## config.mk

```make
export PLATFORM = sky130hd
export DESIGN_NAME = ascn_top
export DESIGN_NICKNAME = d
export VERILOG_FILES = /design/src/logic/ascn_pkg.sv /design/src/logic/ascn_pick.sv /design/src/logic/ascn_top.sv
export VERILOG_INCLUDE_DIRS = /design/src /design/src/logic
export SDC_FILE = /design/constraint.sdc
export NUM_CORES = 1
export LEC_CHECK = 0
export BUFFER_PORTS_ARGS = -buffer_cell sky130_fd_sc_hd__buf_2
export CORE_AREA = 4 4 408 289
export DETAILED_ROUTE_END_ITERATION = 7
export DIE_AREA = 0 0 412 293
export GPL_ROUTABILITY_DRIVEN = 0
export PLACE_DENSITY_LB_ADDON = 0.08
export SYNTH_ARGS = -nofsm -noshare
export SYNTH_HDL_FRONTEND = slang
export SYNTH_HIERARCHICAL = 1
export SYNTH_SLANG_ARGS = --single-unit
```

## constraint.sdc

```tcl
create_clock -name pclk -period 4.8 [get_ports pclk]
set_clock_uncertainty 0.2 [all_clocks]
set_input_delay 0.48 -clock pclk [delete_from_list [all_inputs] [get_ports pclk]]
set_output_delay 0.48 -clock pclk [all_outputs]
set_load 0.01 [all_outputs]
```

## src/logic/ascn_params.svh

```systemverilog
// register offsets, field positions, reset values and counts of the scan sequencer
`ifndef ASCN_PARAMS_SVH
`define ASCN_PARAMS_SVH
// ----------------------------------------------------------------
// register offsets (byte addresses)
// ----------------------------------------------------------------
`define ASCN_OFF_CTRL    8'h00
`define ASCN_OFF_SELA    8'h04
`define ASCN_OFF_SELB    8'h08
`define ASCN_OFF_SELC    8'h0c
`define ASCN_OFF_TRIG    8'h10
`define ASCN_OFF_STAT    8'h14
`define ASCN_OFF_CMD     8'h18
`define ASCN_OFF_DATA    8'h40
`define ASCN_OFF_LAST    8'hb0
// ----------------------------------------------------------------
// control fields
// ----------------------------------------------------------------
`define ASCN_CTRL_MODE   0
`define ASCN_CTRL_DBL    2
`define ASCN_CTRL_GPRI   3
`define ASCN_CTRL_RSCN   4
`define ASCN_CTRL_RSFROM 5
`define ASCN_CTRL_GRP3   6
`define ASCN_CTRL_ADD    7
`define ASCN_CTRL_ADD4   8
`define ASCN_CTRL_RES    9
`define ASCN_CTRL_RATIO  11
`define ASCN_CTRL_XDUP   13
// ----------------------------------------------------------------
// trigger fields, command bits, slots and reset values
// ----------------------------------------------------------------
`define ASCN_TRIG_SRCA   0
`define ASCN_TRIG_SRCB   3
`define ASCN_TRIG_SRCC   6
`define ASCN_TRIG_DBLCH  9
`define ASCN_SRC_EXT     3'h5
`define ASCN_CMD_A       0
`define ASCN_CMD_B       1
`define ASCN_CMD_C       2
`define ASCN_CMD_STOP    3
`define ASCN_NSLOT       29
`define ASCN_SLOT_DUP    5'h1b
`define ASCN_SLOT_XDUP   5'h1c
`define ASCN_ADD_LAST2   4'h3
`define ASCN_ADD_LAST4   4'hf
`define ASCN_CTRL_RST    16'h0000
`define ASCN_TRIG_RST    14'h0000
`define ASCN_SEL_RST     27'h0000000
`endif

```

## src/logic/ascn_pkg.sv

```systemverilog
// types shared by the scan sequencer and its users
package ascn_pkg;
  // scan modes; the fourth code behaves as single scan
  typedef enum logic [1:0] {
    MODE_SINGLE = 2'b00,
    MODE_CONT   = 2'b01,
    MODE_GROUP  = 2'b10,
    MODE_RSVD   = 2'b11
  } ascn_mode_e;
  // sequencer states
  typedef enum logic [1:0] {
    ST_IDLE = 2'b00,
    ST_SEEK = 2'b01,
    ST_WAIT = 2'b10
  } ascn_state_e;
  // scan groups
  typedef enum logic [1:0] {
    GRP_A = 2'b00,
    GRP_B = 2'b01,
    GRP_C = 2'b10
  } ascn_grp_e;
  // request to the analog converter core
  typedef struct packed {
    logic       valid;
    logic [4:0] chan;
  } ascn_conv_req_s;
  // answer from the analog converter core
  typedef struct packed {
    logic        done;
    logic [11:0] data;
  } ascn_conv_rsp_s;
endpackage : ascn_pkg

```

## src/logic/ascn_pick.sv

```systemverilog
// lowest selected channel at or above a start index
`timescale 1ns/1ps
module ascn_pick #(
  parameter int W  = 27,
  parameter int IW = 5
) (
  // candidate set and start point
  input  wire logic [W-1:0]  mask,
  input  wire logic [IW-1:0] from,
  // result
  output logic               found,
  output logic [IW-1:0]      idx
);
  // scan downward so the lowest hit is the one left standing
  always_comb begin
    found = 1'b0;
    idx   = '0;
    for (int i = W - 1; i >= 0; i--) begin
      if (mask[i] && (i >= int'(from))) begin
        found = 1'b1;
        idx   = IW'(i);
      end
    end
  end
endmodule : ascn_pick

```

## src/logic/ascn_top.sv

```systemverilog
// scan and trigger sequencer of a 12-bit converter unit, with apb registers
//
// The implementer's own choices: register access over APB and the placing of the registers.
`timescale 1ns/1ps
`include "ascn_params.svh"
module ascn_top (
  // clock and reset
  input  wire logic                    pclk,
  input  wire logic                    presetn,
  // apb slave
  input  wire logic                    psel,
  input  wire logic                    penable,
  input  wire logic                    pwrite,
  input  wire logic [7:0]              paddr,
  input  wire logic [31:0]             pwdata,
  output logic [31:0]                  prdata,
  output logic                         pready,
  output logic                         pslverr,
  // start trigger sources
  input  wire logic                    multifunction_timer_unit_trig,
  input  wire logic                    pulse_timer_unit_trig,
  input  wire logic                    eight_bit_timer_unit_trig,
  input  wire logic                    event_link_unit_trig,
  input  wire logic                    external_start_trigger_n,
  // analog converter core
  output ascn_pkg::ascn_conv_req_s     conv_req,
  output logic                         conv_abort,
  input  wire ascn_pkg::ascn_conv_rsp_s conv_rsp,
  output logic                         conversion_clock,
  // scan end requests
  output logic                         scan_end_irq,
  output logic                         group_b_scan_end_irq
);
  import ascn_pkg::*;

  // ----------------------------------------------------------------
  // state
  // ----------------------------------------------------------------
  logic [15:0]    ctrl_reg;              // mode and option bits
  logic [13:0]    trig_reg;              // trigger sources, double channel
  logic [26:0]    sel_a_reg;             // group A / plain scan selection
  logic [26:0]    sel_b_reg;             // group B selection
  logic [26:0]    sel_c_reg;             // group C selection
  logic [15:0]    mem [`ASCN_NSLOT];     // result slots
  logic [31:0]    prdata_reg;
  logic           pready_reg;
  logic           pslverr_reg;
  ascn_state_e    state_reg;
  ascn_grp_e      grp_reg;               // group being scanned
  logic [4:0]     ch_reg;                // channel pointer
  logic [15:0]    acc_reg;               // addition accumulator
  logic [3:0]     add_cnt_reg;           // conversions summed so far
  logic           dbl_second_reg;        // next double scan is the second
  logic           xdup_scan_reg;         // extended double scan running
  logic           susp_valid_reg;        // interrupted scan awaits rescan
  ascn_grp_e      susp_grp_reg;
  logic [4:0]     susp_ch_reg;
  logic           ext_prev_reg;          // last pin level
  logic [2:0]     div_cnt_reg;
  logic           tick_reg;              // conversion clock strobe
  ascn_conv_req_s conv_req_reg;
  logic           conv_abort_reg;
  logic           scan_end_irq_reg;
  logic           gb_irq_reg;

  // ----------------------------------------------------------------
  // apb decode
  // ----------------------------------------------------------------
  wire        setup    = psel & ~penable;
  wire        wr_en    = psel & penable & pwrite & pready_reg;
  wire [7:0]  data_off = paddr - `ASCN_OFF_DATA;
  wire [4:0]  slot     = data_off[6:2];
  wire        aligned  = (paddr[1:0] == 2'h0);
  wire        data_hit = aligned && paddr >= `ASCN_OFF_DATA && paddr <= `ASCN_OFF_LAST;
  wire        reg_hit  = aligned && paddr <= `ASCN_OFF_CMD;
  wire        map_hit  = data_hit | reg_hit;
  wire        wr_ctrl  = wr_en && paddr == `ASCN_OFF_CTRL;
  wire        wr_cmd   = wr_en && paddr == `ASCN_OFF_CMD;
  wire        cmd_a    = wr_cmd & pwdata[`ASCN_CMD_A];
  wire        cmd_b    = wr_cmd & pwdata[`ASCN_CMD_B];
  wire        cmd_c    = wr_cmd & pwdata[`ASCN_CMD_C];
  wire        stop     = wr_cmd & pwdata[`ASCN_CMD_STOP];
  wire        idle     = (state_reg == ST_IDLE);
  wire [31:0] stat_w   = {27'h0, susp_valid_reg, dbl_second_reg, grp_reg, ~idle};
  // read mux; command register reads as zero
  wire [31:0] rd_word  =
    data_hit                   ? {16'h0, mem[slot]} :
    paddr == `ASCN_OFF_CTRL    ? {16'h0, ctrl_reg} :
    paddr == `ASCN_OFF_SELA    ? {5'h0, sel_a_reg} :
    paddr == `ASCN_OFF_SELB    ? {5'h0, sel_b_reg} :
    paddr == `ASCN_OFF_SELC    ? {5'h0, sel_c_reg} :
    paddr == `ASCN_OFF_TRIG    ? {18'h0, trig_reg} :
    paddr == `ASCN_OFF_STAT    ? stat_w : 32'h0;

  // ----------------------------------------------------------------
  // configuration fields
  // ----------------------------------------------------------------
  wire ascn_mode_e mode  = ascn_mode_e'(ctrl_reg[`ASCN_CTRL_MODE +: 2]);
  wire        grp_mode   = (mode == MODE_GROUP);
  wire        gpri       = ctrl_reg[`ASCN_CTRL_GPRI];
  wire        rscn       = ctrl_reg[`ASCN_CTRL_RSCN];
  wire        rsfrom     = ctrl_reg[`ASCN_CTRL_RSFROM];
  wire        grp3       = ctrl_reg[`ASCN_CTRL_GRP3];
  wire        add_on     = ctrl_reg[`ASCN_CTRL_ADD];
  wire        add4       = ctrl_reg[`ASCN_CTRL_ADD4];
  wire [1:0]  res        = ctrl_reg[`ASCN_CTRL_RES +: 2];
  wire [1:0]  ratio      = ctrl_reg[`ASCN_CTRL_RATIO +: 2];
  wire [2:0]  src_a      = trig_reg[`ASCN_TRIG_SRCA +: 3];
  wire [2:0]  src_b      = trig_reg[`ASCN_TRIG_SRCB +: 3];
  wire [2:0]  src_c      = trig_reg[`ASCN_TRIG_SRCC +: 3];
  wire [4:0]  dbl_ch     = trig_reg[`ASCN_TRIG_DBLCH +: 5];
  // continuous scan never runs double trigger
  wire        dbl_on     = ctrl_reg[`ASCN_CTRL_DBL] && mode != MODE_CONT;

  // ----------------------------------------------------------------
  // triggers
  // ----------------------------------------------------------------
  // pin start is a falling edge on the active-low pin
  wire        ext_fall   = ext_prev_reg & ~external_start_trigger_n;
  // source code 0 is software only, 6 and 7 never fire
  wire [7:0]  ev = {2'h0, ext_fall, event_link_unit_trig, eight_bit_timer_unit_trig,
                    pulse_timer_unit_trig, multifunction_timer_unit_trig, 1'b0};
  wire        go_a       = cmd_a | ev[src_a];
  wire        go_b       = grp_mode & (cmd_b | ev[src_b]);
  wire        go_c       = grp_mode & grp3 & (cmd_c | ev[src_c]);
  wire        start      = idle & ~stop & (go_a | go_b | go_c);
  wire ascn_grp_e start_grp = go_a ? GRP_A : go_b ? GRP_B : GRP_C;
  // only group A may cut in, and only with priority enabled
  wire        prio_hit   = grp_mode & gpri & go_a & ~idle & ~stop & (grp_reg != GRP_A);
  wire        xdup_start = dbl_on & ctrl_reg[`ASCN_CTRL_XDUP] & (start_grp == GRP_A)
                           & (src_a == `ASCN_SRC_EXT) & ext_fall;

  // ----------------------------------------------------------------
  // channel selection
  // ----------------------------------------------------------------
  // bits 24 and 25 pick temperature and reference, 26 the diagnosis
  wire [26:0] grp_sel    = !grp_mode         ? sel_a_reg :
                           grp_reg == GRP_B  ? sel_b_reg :
                           grp_reg == GRP_C  ? sel_c_reg : sel_a_reg;
  wire [26:0] dbl_mask   = 27'h0000001 << dbl_ch;
  wire [26:0] cur_mask   = (dbl_on && grp_reg == GRP_A) ? dbl_mask : grp_sel;
  logic       found;
  logic [4:0] pick_idx;

  // next selected channel at or after the pointer
  ascn_pick #(.W(27), .IW(5)) u_pick (
    .mask  (cur_mask),
    .from  (ch_reg),
    .found (found),
    .idx   (pick_idx)
  );

  // ----------------------------------------------------------------
  // sequencing terms
  // ----------------------------------------------------------------
  wire        busy_ok    = ~stop & ~prio_hit;
  wire        seek_go    = (state_reg == ST_SEEK) & tick_reg & busy_ok;
  wire        issue      = seek_go & found;
  wire        scan_done  = seek_go & ~found;
  wire        conv_ok    = (state_reg == ST_WAIT) & conv_rsp.done & busy_ok;
  wire [3:0]  add_last   = !add_on ? 4'h0 : add4 ? `ASCN_ADD_LAST4 : `ASCN_ADD_LAST2;
  wire        last_pass  = (add_cnt_reg == add_last);
  wire        store_en   = conv_ok & last_pass;
  wire        resume     = grp_mode & (grp_reg == GRP_A) & susp_valid_reg & rscn;
  wire        dbl_grp    = dbl_on & (grp_reg == GRP_A) & ~xdup_scan_reg;
  // reduced resolution drops low bits before summing
  wire [2:0]  res_sh     = res == 2'h1 ? 3'h2 : res == 2'h2 ? 3'h4 : 3'h0;
  wire [11:0] res_val    = conv_rsp.data >> res_sh;
  wire [15:0] sum        = acc_reg + {4'h0, res_val};
  wire [4:0]  store_idx  = xdup_scan_reg                  ? `ASCN_SLOT_XDUP :
                           (dbl_grp && dbl_second_reg)    ? `ASCN_SLOT_DUP : ch_reg;
  wire [2:0]  div_last   = 3'((4'h1 << ratio) - 4'h1);
  wire [2:0]  div_next   = (div_cnt_reg == 3'h0) ? div_last : div_cnt_reg - 3'h1;

  // ----------------------------------------------------------------
  // apb answer: one wait-free access after setup
  // ----------------------------------------------------------------
  always_ff @(posedge pclk or negedge presetn) begin
    if (!presetn) begin
      pready_reg  <= 1'b0;
      pslverr_reg <= 1'b0;
      prdata_reg  <= 32'h0;
    end else begin
      pready_reg  <= setup;
      pslverr_reg <= setup & ~map_hit;
      prdata_reg  <= (setup & ~pwrite & map_hit) ? rd_word : 32'h0;
    end
  end

  // ----------------------------------------------------------------
  // software registers
  // ----------------------------------------------------------------
  always_ff @(posedge pclk or negedge presetn) begin
    if (!presetn) begin
      ctrl_reg  <= `ASCN_CTRL_RST;
      trig_reg  <= `ASCN_TRIG_RST;
      sel_a_reg <= `ASCN_SEL_RST;
      sel_b_reg <= `ASCN_SEL_RST;
      sel_c_reg <= `ASCN_SEL_RST;
    end else begin
      if (wr_ctrl) ctrl_reg <= pwdata[15:0];
      if (wr_en && paddr == `ASCN_OFF_TRIG) trig_reg <= pwdata[13:0];
      if (wr_en && paddr == `ASCN_OFF_SELA) sel_a_reg <= pwdata[26:0];
      if (wr_en && paddr == `ASCN_OFF_SELB) sel_b_reg <= pwdata[26:0];
      if (wr_en && paddr == `ASCN_OFF_SELC) sel_c_reg <= pwdata[26:0];
    end
  end

  // ----------------------------------------------------------------
  // result slots: per input, temp, ref, diag, dup, extended dup
  // ----------------------------------------------------------------
  always_ff @(posedge pclk or negedge presetn) begin
    if (!presetn) begin
      for (int i = 0; i < `ASCN_NSLOT; i++) mem[i] <= 16'h0000;
    end else if (store_en) begin
      mem[store_idx] <= sum;
    end
  end

  // ----------------------------------------------------------------
  // conversion clock strobe, pin edge history
  // ----------------------------------------------------------------
  always_ff @(posedge pclk or negedge presetn) begin
    if (!presetn) begin
      div_cnt_reg  <= 3'h0;
      tick_reg     <= 1'b0;
      ext_prev_reg <= 1'b1;
    end else begin
      div_cnt_reg  <= div_next;
      tick_reg     <= (div_next == 3'h0);
      ext_prev_reg <= external_start_trigger_n;
    end
  end

  // ----------------------------------------------------------------
  // scan state machine
  // ----------------------------------------------------------------
  // a new channel is only picked on a conversion clock strobe
  always_ff @(posedge pclk or negedge presetn) begin
    if (!presetn) begin
      state_reg <= ST_IDLE;
      grp_reg   <= GRP_A;
      ch_reg    <= 5'h00;
    end else begin
      unique case (state_reg)
        ST_IDLE: begin
          if (start) begin
            state_reg <= ST_SEEK;
            grp_reg   <= start_grp;
            ch_reg    <= 5'h00;
          end
        end
        ST_SEEK, ST_WAIT: begin
          if (stop) begin
            state_reg <= ST_IDLE;
          end else if (prio_hit) begin
            grp_reg   <= GRP_A;
            ch_reg    <= 5'h00;
            state_reg <= ST_SEEK;
          end else if (issue) begin
            ch_reg    <= pick_idx;
            state_reg <= ST_WAIT;
          end else if (scan_done && resume) begin
            grp_reg   <= susp_grp_reg;
            ch_reg    <= rsfrom ? susp_ch_reg : 5'h00;
          end else if (scan_done && mode == MODE_CONT) begin
            ch_reg    <= 5'h00;
          end else if (scan_done) begin
            state_reg <= ST_IDLE;
          end else if (conv_ok && last_pass) begin
            ch_reg    <= ch_reg + 5'h01;
            state_reg <= ST_SEEK;
          end
        end
        default: state_reg <= ST_IDLE;
      endcase
    end
  end

  // ----------------------------------------------------------------
  // addition accumulator
  // ----------------------------------------------------------------
  always_ff @(posedge pclk or negedge presetn) begin
    if (!presetn) begin
      acc_reg     <= 16'h0000;
      add_cnt_reg <= 4'h0;
    end else if (issue || !busy_ok) begin
      acc_reg     <= 16'h0000;
      add_cnt_reg <= 4'h0;
    end else if (conv_ok) begin
      acc_reg     <= last_pass ? 16'h0000 : sum;
      add_cnt_reg <= last_pass ? 4'h0 : add_cnt_reg + 4'h1;
    end
  end

  // ----------------------------------------------------------------
  // double trigger phase, extended scan, suspended scan
  // ----------------------------------------------------------------
  // the suspend point is the channel that had not finished
  always_ff @(posedge pclk or negedge presetn) begin
    if (!presetn) begin
      dbl_second_reg <= 1'b0;
      xdup_scan_reg  <= 1'b0;
      susp_valid_reg <= 1'b0;
      susp_grp_reg   <= GRP_B;
      susp_ch_reg    <= 5'h00;
    end else begin
      if (stop || !dbl_on) dbl_second_reg <= 1'b0;
      else if (scan_done && dbl_grp) dbl_second_reg <= ~dbl_second_reg;
      if (start) xdup_scan_reg <= xdup_start;
      else if (scan_done || stop) xdup_scan_reg <= 1'b0;
      if (stop) begin
        susp_valid_reg <= 1'b0;
      end else if (prio_hit) begin
        susp_valid_reg <= rscn;
        susp_grp_reg   <= grp_reg;
        susp_ch_reg    <= ch_reg;
      end else if (scan_done && grp_reg == GRP_A) begin
        susp_valid_reg <= 1'b0;
      end
    end
  end

  // ----------------------------------------------------------------
  // converter requests and scan end requests
  // ----------------------------------------------------------------
  // addition mode repeats the request on the same channel
  always_ff @(posedge pclk or negedge presetn) begin
    if (!presetn) begin
      conv_req_reg     <= '0;
      conv_abort_reg   <= 1'b0;
      scan_end_irq_reg <= 1'b0;
      gb_irq_reg       <= 1'b0;
    end else begin
      conv_req_reg.valid <= issue | (conv_ok & ~last_pass);
      conv_req_reg.chan  <= issue ? pick_idx : ch_reg;
      conv_abort_reg     <= ~idle & (stop | prio_hit);
      scan_end_irq_reg   <= scan_done & (grp_reg == GRP_A)
                            & (~dbl_grp | dbl_second_reg);
      gb_irq_reg         <= scan_done & grp_mode & (grp_reg == GRP_B);
    end
  end

  assign prdata               = prdata_reg;
  assign pready               = pready_reg;
  assign pslverr              = pslverr_reg;
  assign conv_req             = conv_req_reg;
  assign conv_abort           = conv_abort_reg;
  assign conversion_clock     = tick_reg;
  assign scan_end_irq         = scan_end_irq_reg;
  assign group_b_scan_end_irq = gb_irq_reg;
endmodule : ascn_top

```

== Word-level counts from Yosys, hierarchy flattened ==
Cells that the tools add are included.
Operators by class
  shifts and indexed selects: 3
  equal/unequal tests: 26
  $lt $le $gt $ge: 36
  add/sub/neg operators: 6
  mux-type cells: 126
  $mul: 0
  reduce and logical (&&, ||, !) cells: 68
  div/mod/pow operators: 0
  bitwise logic cells: 68
Operator list (number)
  464-bit bitwise mux: 1
  27-bit 2-to-1 mux: 10
  5-bit 2-to-1 mux: 40
  16-bit 2-to-1 mux: 6
  16-bit binary-select mux with 5-bit select: 1
  16-bit demux with 5-bit select: 1
  5-bit >= comparator (first input constant): 11
  1-bit bitwise AND: 45
  1-bit logical AND: 45
  4-bit by 5-bit >= comparator with 1-bit output (first input constant): 8
  1-bit 2-to-1 mux: 37
  2-bit 2-to-1 mux: 15
  1-bit by 5-bit << shifter with 27-bit output (first input constant): 1
  8-bit by 5-bit == test with 1-bit output (second input constant): 3
  3-bit by 5-bit >= comparator with 1-bit output (first input constant): 4
  4-bit 2-to-1 mux: 5
  6-bit inequality test (second input constant): 3
  16-bit by 12-bit adder with 16-bit output: 1
  8-bit by 4-bit == test with 1-bit output (second input constant): 2
  14-bit 2-to-1 mux: 1
  6-bit >= comparator (second input constant): 2
  3-bit by 4-bit less-than comparator with 1-bit output (second input constant): 3
  1-bit NOT: 12
  5-bit NOT with 6-bit output: 2
  37 further kinds: 74
Storage, ports and cells
  register bits after elaboration: 657
  latch bits: 0
  input bits: 63
  memories: 0
  logic and storage cells: 388
  output and inout port bits: 44
  ROM bits: 0
  RAM bits: 0

== Longest topological paths before layout ==
  depth after elaboration: 42
  mapped depth: 18
  depth with buffers taken out: 17

== Cells and area by module ==
Netlist, hierarchy kept.
Modules (own cells, without submodules)
  ascn_top: cells an instance 2338, sequential area each 16443.3 um^2, instances 1, area each 31973.2 um^2
  ascn_pick: cells an instance 147, sequential area each 0.0 um^2, instances 1, area each 848.3 um^2

== Worst setup path before layout ==
OpenSTA, ideal clock, no wires.
  path kind: reg-to-reg
  start: reg ctrl_reg[10]
  end: reg mem[12] (netlist bit)
  data arrival time: 3589 ps
  clock period less this slack: 3913 ps
  library setup time: 125 ps
  path buffers: 4
  required time: 4475 ps
  path slack: 887 ps
  stages on the path, launching flop included: 17
  cell sequence: dfrtp_1 clkbuf_1 clkbuf_1 o21ai_0 o21ai_0 ha_1 inv_1 fa_1 nor2b_1 o31a_1 o211ai_1 a21oi_1 nor4_1 a311o_1 clkbuf_1 clkbuf_1 mux2_2
Between the ends
  word-level cells in the longest chain between the ends: 6
  elaborated cells between the ends (all ways): 7
  those cells by class: add/sub (1); eq/ne (2); shift (1); mux (3)
RTL lines
  from (decl): RTL line ascn_top.sv:39  | logic [15:0] ctrl_reg;
  from (signal assigned): RTL line ascn_top.sv:195  | ctrl_reg <= `ASCN_CTRL_RST;
  from (signal assigned): RTL line ascn_top.sv:201  | if (wr_ctrl) ctrl_reg <= pwdata[15:0];
  2-bit == test: RTL line ascn_top.sv:167  | wire [2:0] res_sh = res == 2'h1 ? 3'h2 : res == 2'h2 ? 3'h4 : 3'h0;
  3-bit 2-to-1 mux: RTL line ascn_top.sv:167
  3-bit 2-to-1 mux (*): RTL line ascn_top.sv:167
  12-bit by 3-bit >> shifter with 12-bit output (*): RTL line ascn_top.sv:168  | wire [11:0] res_val = conv_rsp.data >> res_sh;
  16-bit by 12-bit adder with 16-bit output (*): RTL line ascn_top.sv:169  | wire [15:0] sum = acc_reg + {4'h0, res_val};
  464-bit bitwise mux (*): RTL line ascn_top.sv:216  | mem[store_idx] <= sum;
  to (signal, indexed assignment): RTL line ascn_top.sv:216
  to (decl): RTL line ascn_top.sv:44  | logic [15:0] mem [`ASCN_NSLOT];
Mark *: on every way between the ends. The rest lies on a longest branch, timed or not.
A chain may end at the register's enable or synchronous reset.

== Final worst setup path ==
  start: reg ctrl_reg[0]
  end: reg grp_reg[0]
Between the ends
  elaborated cells between the ends (all ways): 91
  those cells by class: eq/ne (5); mux (35); bitwise (20); reduce/logical (31)
RTL lines
  2-bit by 1-bit inequality test with 1-bit output: RTL line ascn_top.sv:113  | wire dbl_on = ctrl_reg[`ASCN_CTRL_DBL] && mode != MODE_CONT;
  1-bit logical AND: RTL line ascn_top.sv:113
  1-bit logical AND: RTL line ascn_top.sv:141  | wire [26:0] cur_mask = (dbl_on && grp_reg == GRP_A) ? dbl_mask : grp_sel;
  27-bit 2-to-1 mux (*): RTL line ascn_top.sv:141
  named net cur_mask[15]: RTL line ascn_top.sv:141
  1-bit logical AND (*): RTL line ascn_pick.sv:19  | if (mask[i] && (i >= int'(from))) begin
  1-bit 2-to-1 mux (*) (16 in a row): RTL line ascn_pick.sv:19
  named net found: RTL line ascn_top.sv:142  | logic found;
  1-bit NOT: RTL line ascn_top.sv:159  | wire scan_done = seek_go & ~found;
  1-bit bitwise AND: RTL line ascn_top.sv:159
  1-bit logical AND: RTL line ascn_top.sv:263  | end else if (scan_done && resume) begin
  3-bit inequality test (no source line)
  5-bit AND reduction (no source line) (*)
  to (signal assigned): RTL line ascn_top.sv:249  | grp_reg <= start_grp;
  to (signal assigned): RTL line ascn_top.sv:264  | grp_reg <= susp_grp_reg;
  to (decl): RTL line ascn_top.sv:49  | ascn_grp_e grp_reg;
Mark *: on every way through the listed nets, which the timed path passes. The rest lies on a longest branch. The select of a mux whose other input is x is not followed.

==> results.md <==
- Worst slew margin: 0.2192
- Fmax: ~0.22 GHz
- Initial Util: 0.2876
- Nets: 2756
- Critical path's slowest cell: dfrtp_1
- Synth Cell Area: ~33000 um2
- Core region area: 114100 um2
- R2R depth: 20
- Worst Path Required: 5.13 ns
- Setup bufs post-CTS: 0
- Die Area: 120700 um2
- Top reg by flops: mem
- Clock power frac: 0.452
- Max Slew Vio Count: 0
- Fin crit period: 4.589 ns
- Min-delay worst type: in2reg
- Max Root-Sink Buffers: 3
- Logic pwr share: 0.113
- Flops & latches, synth: 657
- Root Buffer Master: clkbuf_16
- Insertion delay to the later sink of the worst-skew pair: 0.66 ns
- RSZ-0062 raised after global routing: no
- Total CTS buffers: 73
- Vias: 22230
- Iter 0 DRT Violations: 1746
- CP endpoint kind: register
- Status: finished, final reports clean
- Layout cell share with drive strength beyond 1: 0.4323
- Setup slack, reg-to-reg: 0.21 ns
- WHS Path Cells: 2
- Hold path startpoint: pwdata[3]
- Startpoint types: register
- Critical Path AT: 4.92 ns
- Clock Sinks: 657
- Final antenna-violating net count: 0
- DRC: 0
- R2R Path Start: ctrl_reg[0]
- Mapped Avg Cell Area: about 13 um2
- Register share of total power: 0.435
- Wire per inst: approximately 26 um
- Most Frequent Cell on Critical Path: buf_4
- Synth Flop Type: dfrtp_1
- Die W: 412 um
- Chip height: slightly below 300 um
- CP delay by family, top: simple AND/OR/NAND/NOR gates
- Final wirelength: 111900 um
- HPWL after DPL: about 76000 um
- Cells along the critical path: buf_4, nand2b_1, nor3_1, buf_4, nor2_1, buf_4, a21oi_1, o21ai_0, buf_4, a21oi_2, a31oi_1, nor3_1, buf_4, nand3b_1, nor2_1, nand2_1, nor2_1, nor2_1, nor4_2, mux2_2
- Hold-critical path endpoint: ctrl_reg[3]
- Worst r2r dst: grp_reg[0]
- P&R area growth vs syn: 18.92%
- Fill cells: 11220
- P_int: 9.614 mW
- WP buf/inv: 5
- EDFF count, synth: 0
- Multi-input gate area: 15390 um2
- Final Hold Fails: 0
- CP max FO: 4
- First-pass DRT Iterations: 7
- Largest net degree at the start of global routing: 117
- Crit Path Class: reg2reg
- Worst-Margin Slew: 1.171 ns
- Max FFs per register: around 460
- GRT Util Overall: 0.1846
- Initial antenna violation count: 6
- Worst setup margin: approximately 0.21 ns
- Synth warn: 6
- DR vias/cell: around 5.2
- Asr flop ratio synth: 1.000
- P_sw: 3.607 mW
- Final TNS setup: 0 ns
- Leak: 17.90 nW
- IO Count: approximately 110
- Distinct cells, synth: 92
- H-tree levels: 3
- CP max stage delay: 0.40 ns
- First-pass GRT wire length: 163900 um
- Setup Viol. Count Final: 0
- Max cap viols: 0
- Max rail drop VDD: 0.2596 mV
- Reg clk slew, reported paths: approximately 0.06 ns
- Grt total ovfl: 0
- Fin crit share: 0.9561
- Storage cell area: 16440 um2
- Core Rows: 104
- Worst slack, placed: around 0.3 ns
- Post-Syn Instances: 2485
- PortBufs: 96
- Number of global-route vias before repair: 23100
- PwrDens: 338.7 nW/um2
- Net Sw Frac: 0.2728
- CTS tree: yes
- Sequential area share after synthesis: 0.5010
[power groups by stage]
stage	Combinational [mW]	Clock [mW]	Sequential (mW)
global placement	1.46	0	5.85
floorplan	0.798	0	5.79
CTS	1.50	6.17	5.74
global route	1.63	6.38	5.75
detailed placement	1.47	0	5.85
finish	1.50	5.97	5.75
[cell type report]
cell class	count	area share
Inverter	49	0.004712
Timing Repair Buffer	309	0.06600
Clock inverter	24	0.009104
Tap cell	1537	0.04927
Sequential cell	657	0.4213
Clock buffer	106	0.05517
Multi-Input combinational cell	1582	0.3943
Antenna cell	2	0.0001282
[repair_timing]
action / CTS / global route
endpoints found under the setup margin: 0 / 9
resized for setup: 0 / 8
hold endpoints to repair: 189 / 0
hold buffers: 33 / 0
[worst max-delay path by stage]
stage | from | end | slack [ns] | cells past startpoint
after detailed placement | ctrl_reg[0] | grp_reg[0] | 0.30 | 19
after global routing | ctrl_reg[0] | ch_reg[2] | 0.04 | 21
after floorplan | ctrl_reg[10] | mem[12] | 0.89 | 16
final | ctrl_reg[0] | grp_reg[0] | 0.21 | 20
after global placement | ctrl_reg[0] | state_reg[0] | 0.34 | 20
after CTS | ctrl_reg[0] | grp_reg[0] | 0.27 | 19
[through the flow]
step	hold slack, ns	cells	utilization	power (mW)	area, um2
2_1_floorplan	-0.01559	2489	-	6.590	32840
3_3_place_gp	0.2387	4101	0.3169	7.305	36160
3_5_place_dp	0.2631	4101	0.3169	7.318	36160
4_1_cts	0.01526	4264	0.3418	13.41	39000
5_1_grt	0.03913	4264	0.3420	13.76	39030
6_report	0.06641	4266	0.3420	13.22	39030
[synthesized netlist by cell type (24+ instances only)]
cell	number	area share
nand2_1	102	0.012
a21oi_1	73	0.011
mux2i_1	30	0.0091
dfrtp_1	655	0.50
nor2b_1	26	0.0050
a22oi_1	26	0.0059
a22o_1	25	0.0067
mux2_2	550	0.19
inv_1	47	0.0054
mux4_2	138	0.095
buf_2	44	0.0067
nor2_1	110	0.013
o21ai_0	65	0.0099
o22ai_1	24	0.0046
clkbuf_1	113	0.013
[kinds of logic (layout without fill, tap and decap cells)]
group	count (synthesis)	after routing	synth area share
simple gates	401	401	0.06450
buf+inv	250	488	0.03461
fa+ha+maj	21	21	0.008234
compound gates	395	395	0.08368
flops	657	657	0.5010
xor+xnor	15	15	0.004003
other cells	1	7	0.0001143
mux	745	745	0.3039
[placed cells by master, fill, tap and decap left out, types with 26 or more instances in the layout]
cell type,n
mux4_2,138
nand2_1,102
buf_4,149
dfrtp_1,655
nor2_1,101
o21ai_0,63
a22oi_1,26
inv_1,46
mux2i_1,30
clkbuf_16,75
a21oi_1,71
buf_2,93
dlygate4sd3_1,33
mux2_2,550
buf_12,31
[routing by layer]
metal	GRT usage	routed length, um	vias to the layer above
li1	-	-	9683
met1	0.2968	59280	11870
met2	0.2435	43560	530
met3	0.04430	6491	148
met4	0.04472	2577	2
met5	0	8	-
Power figures use the tool's default switching activity.
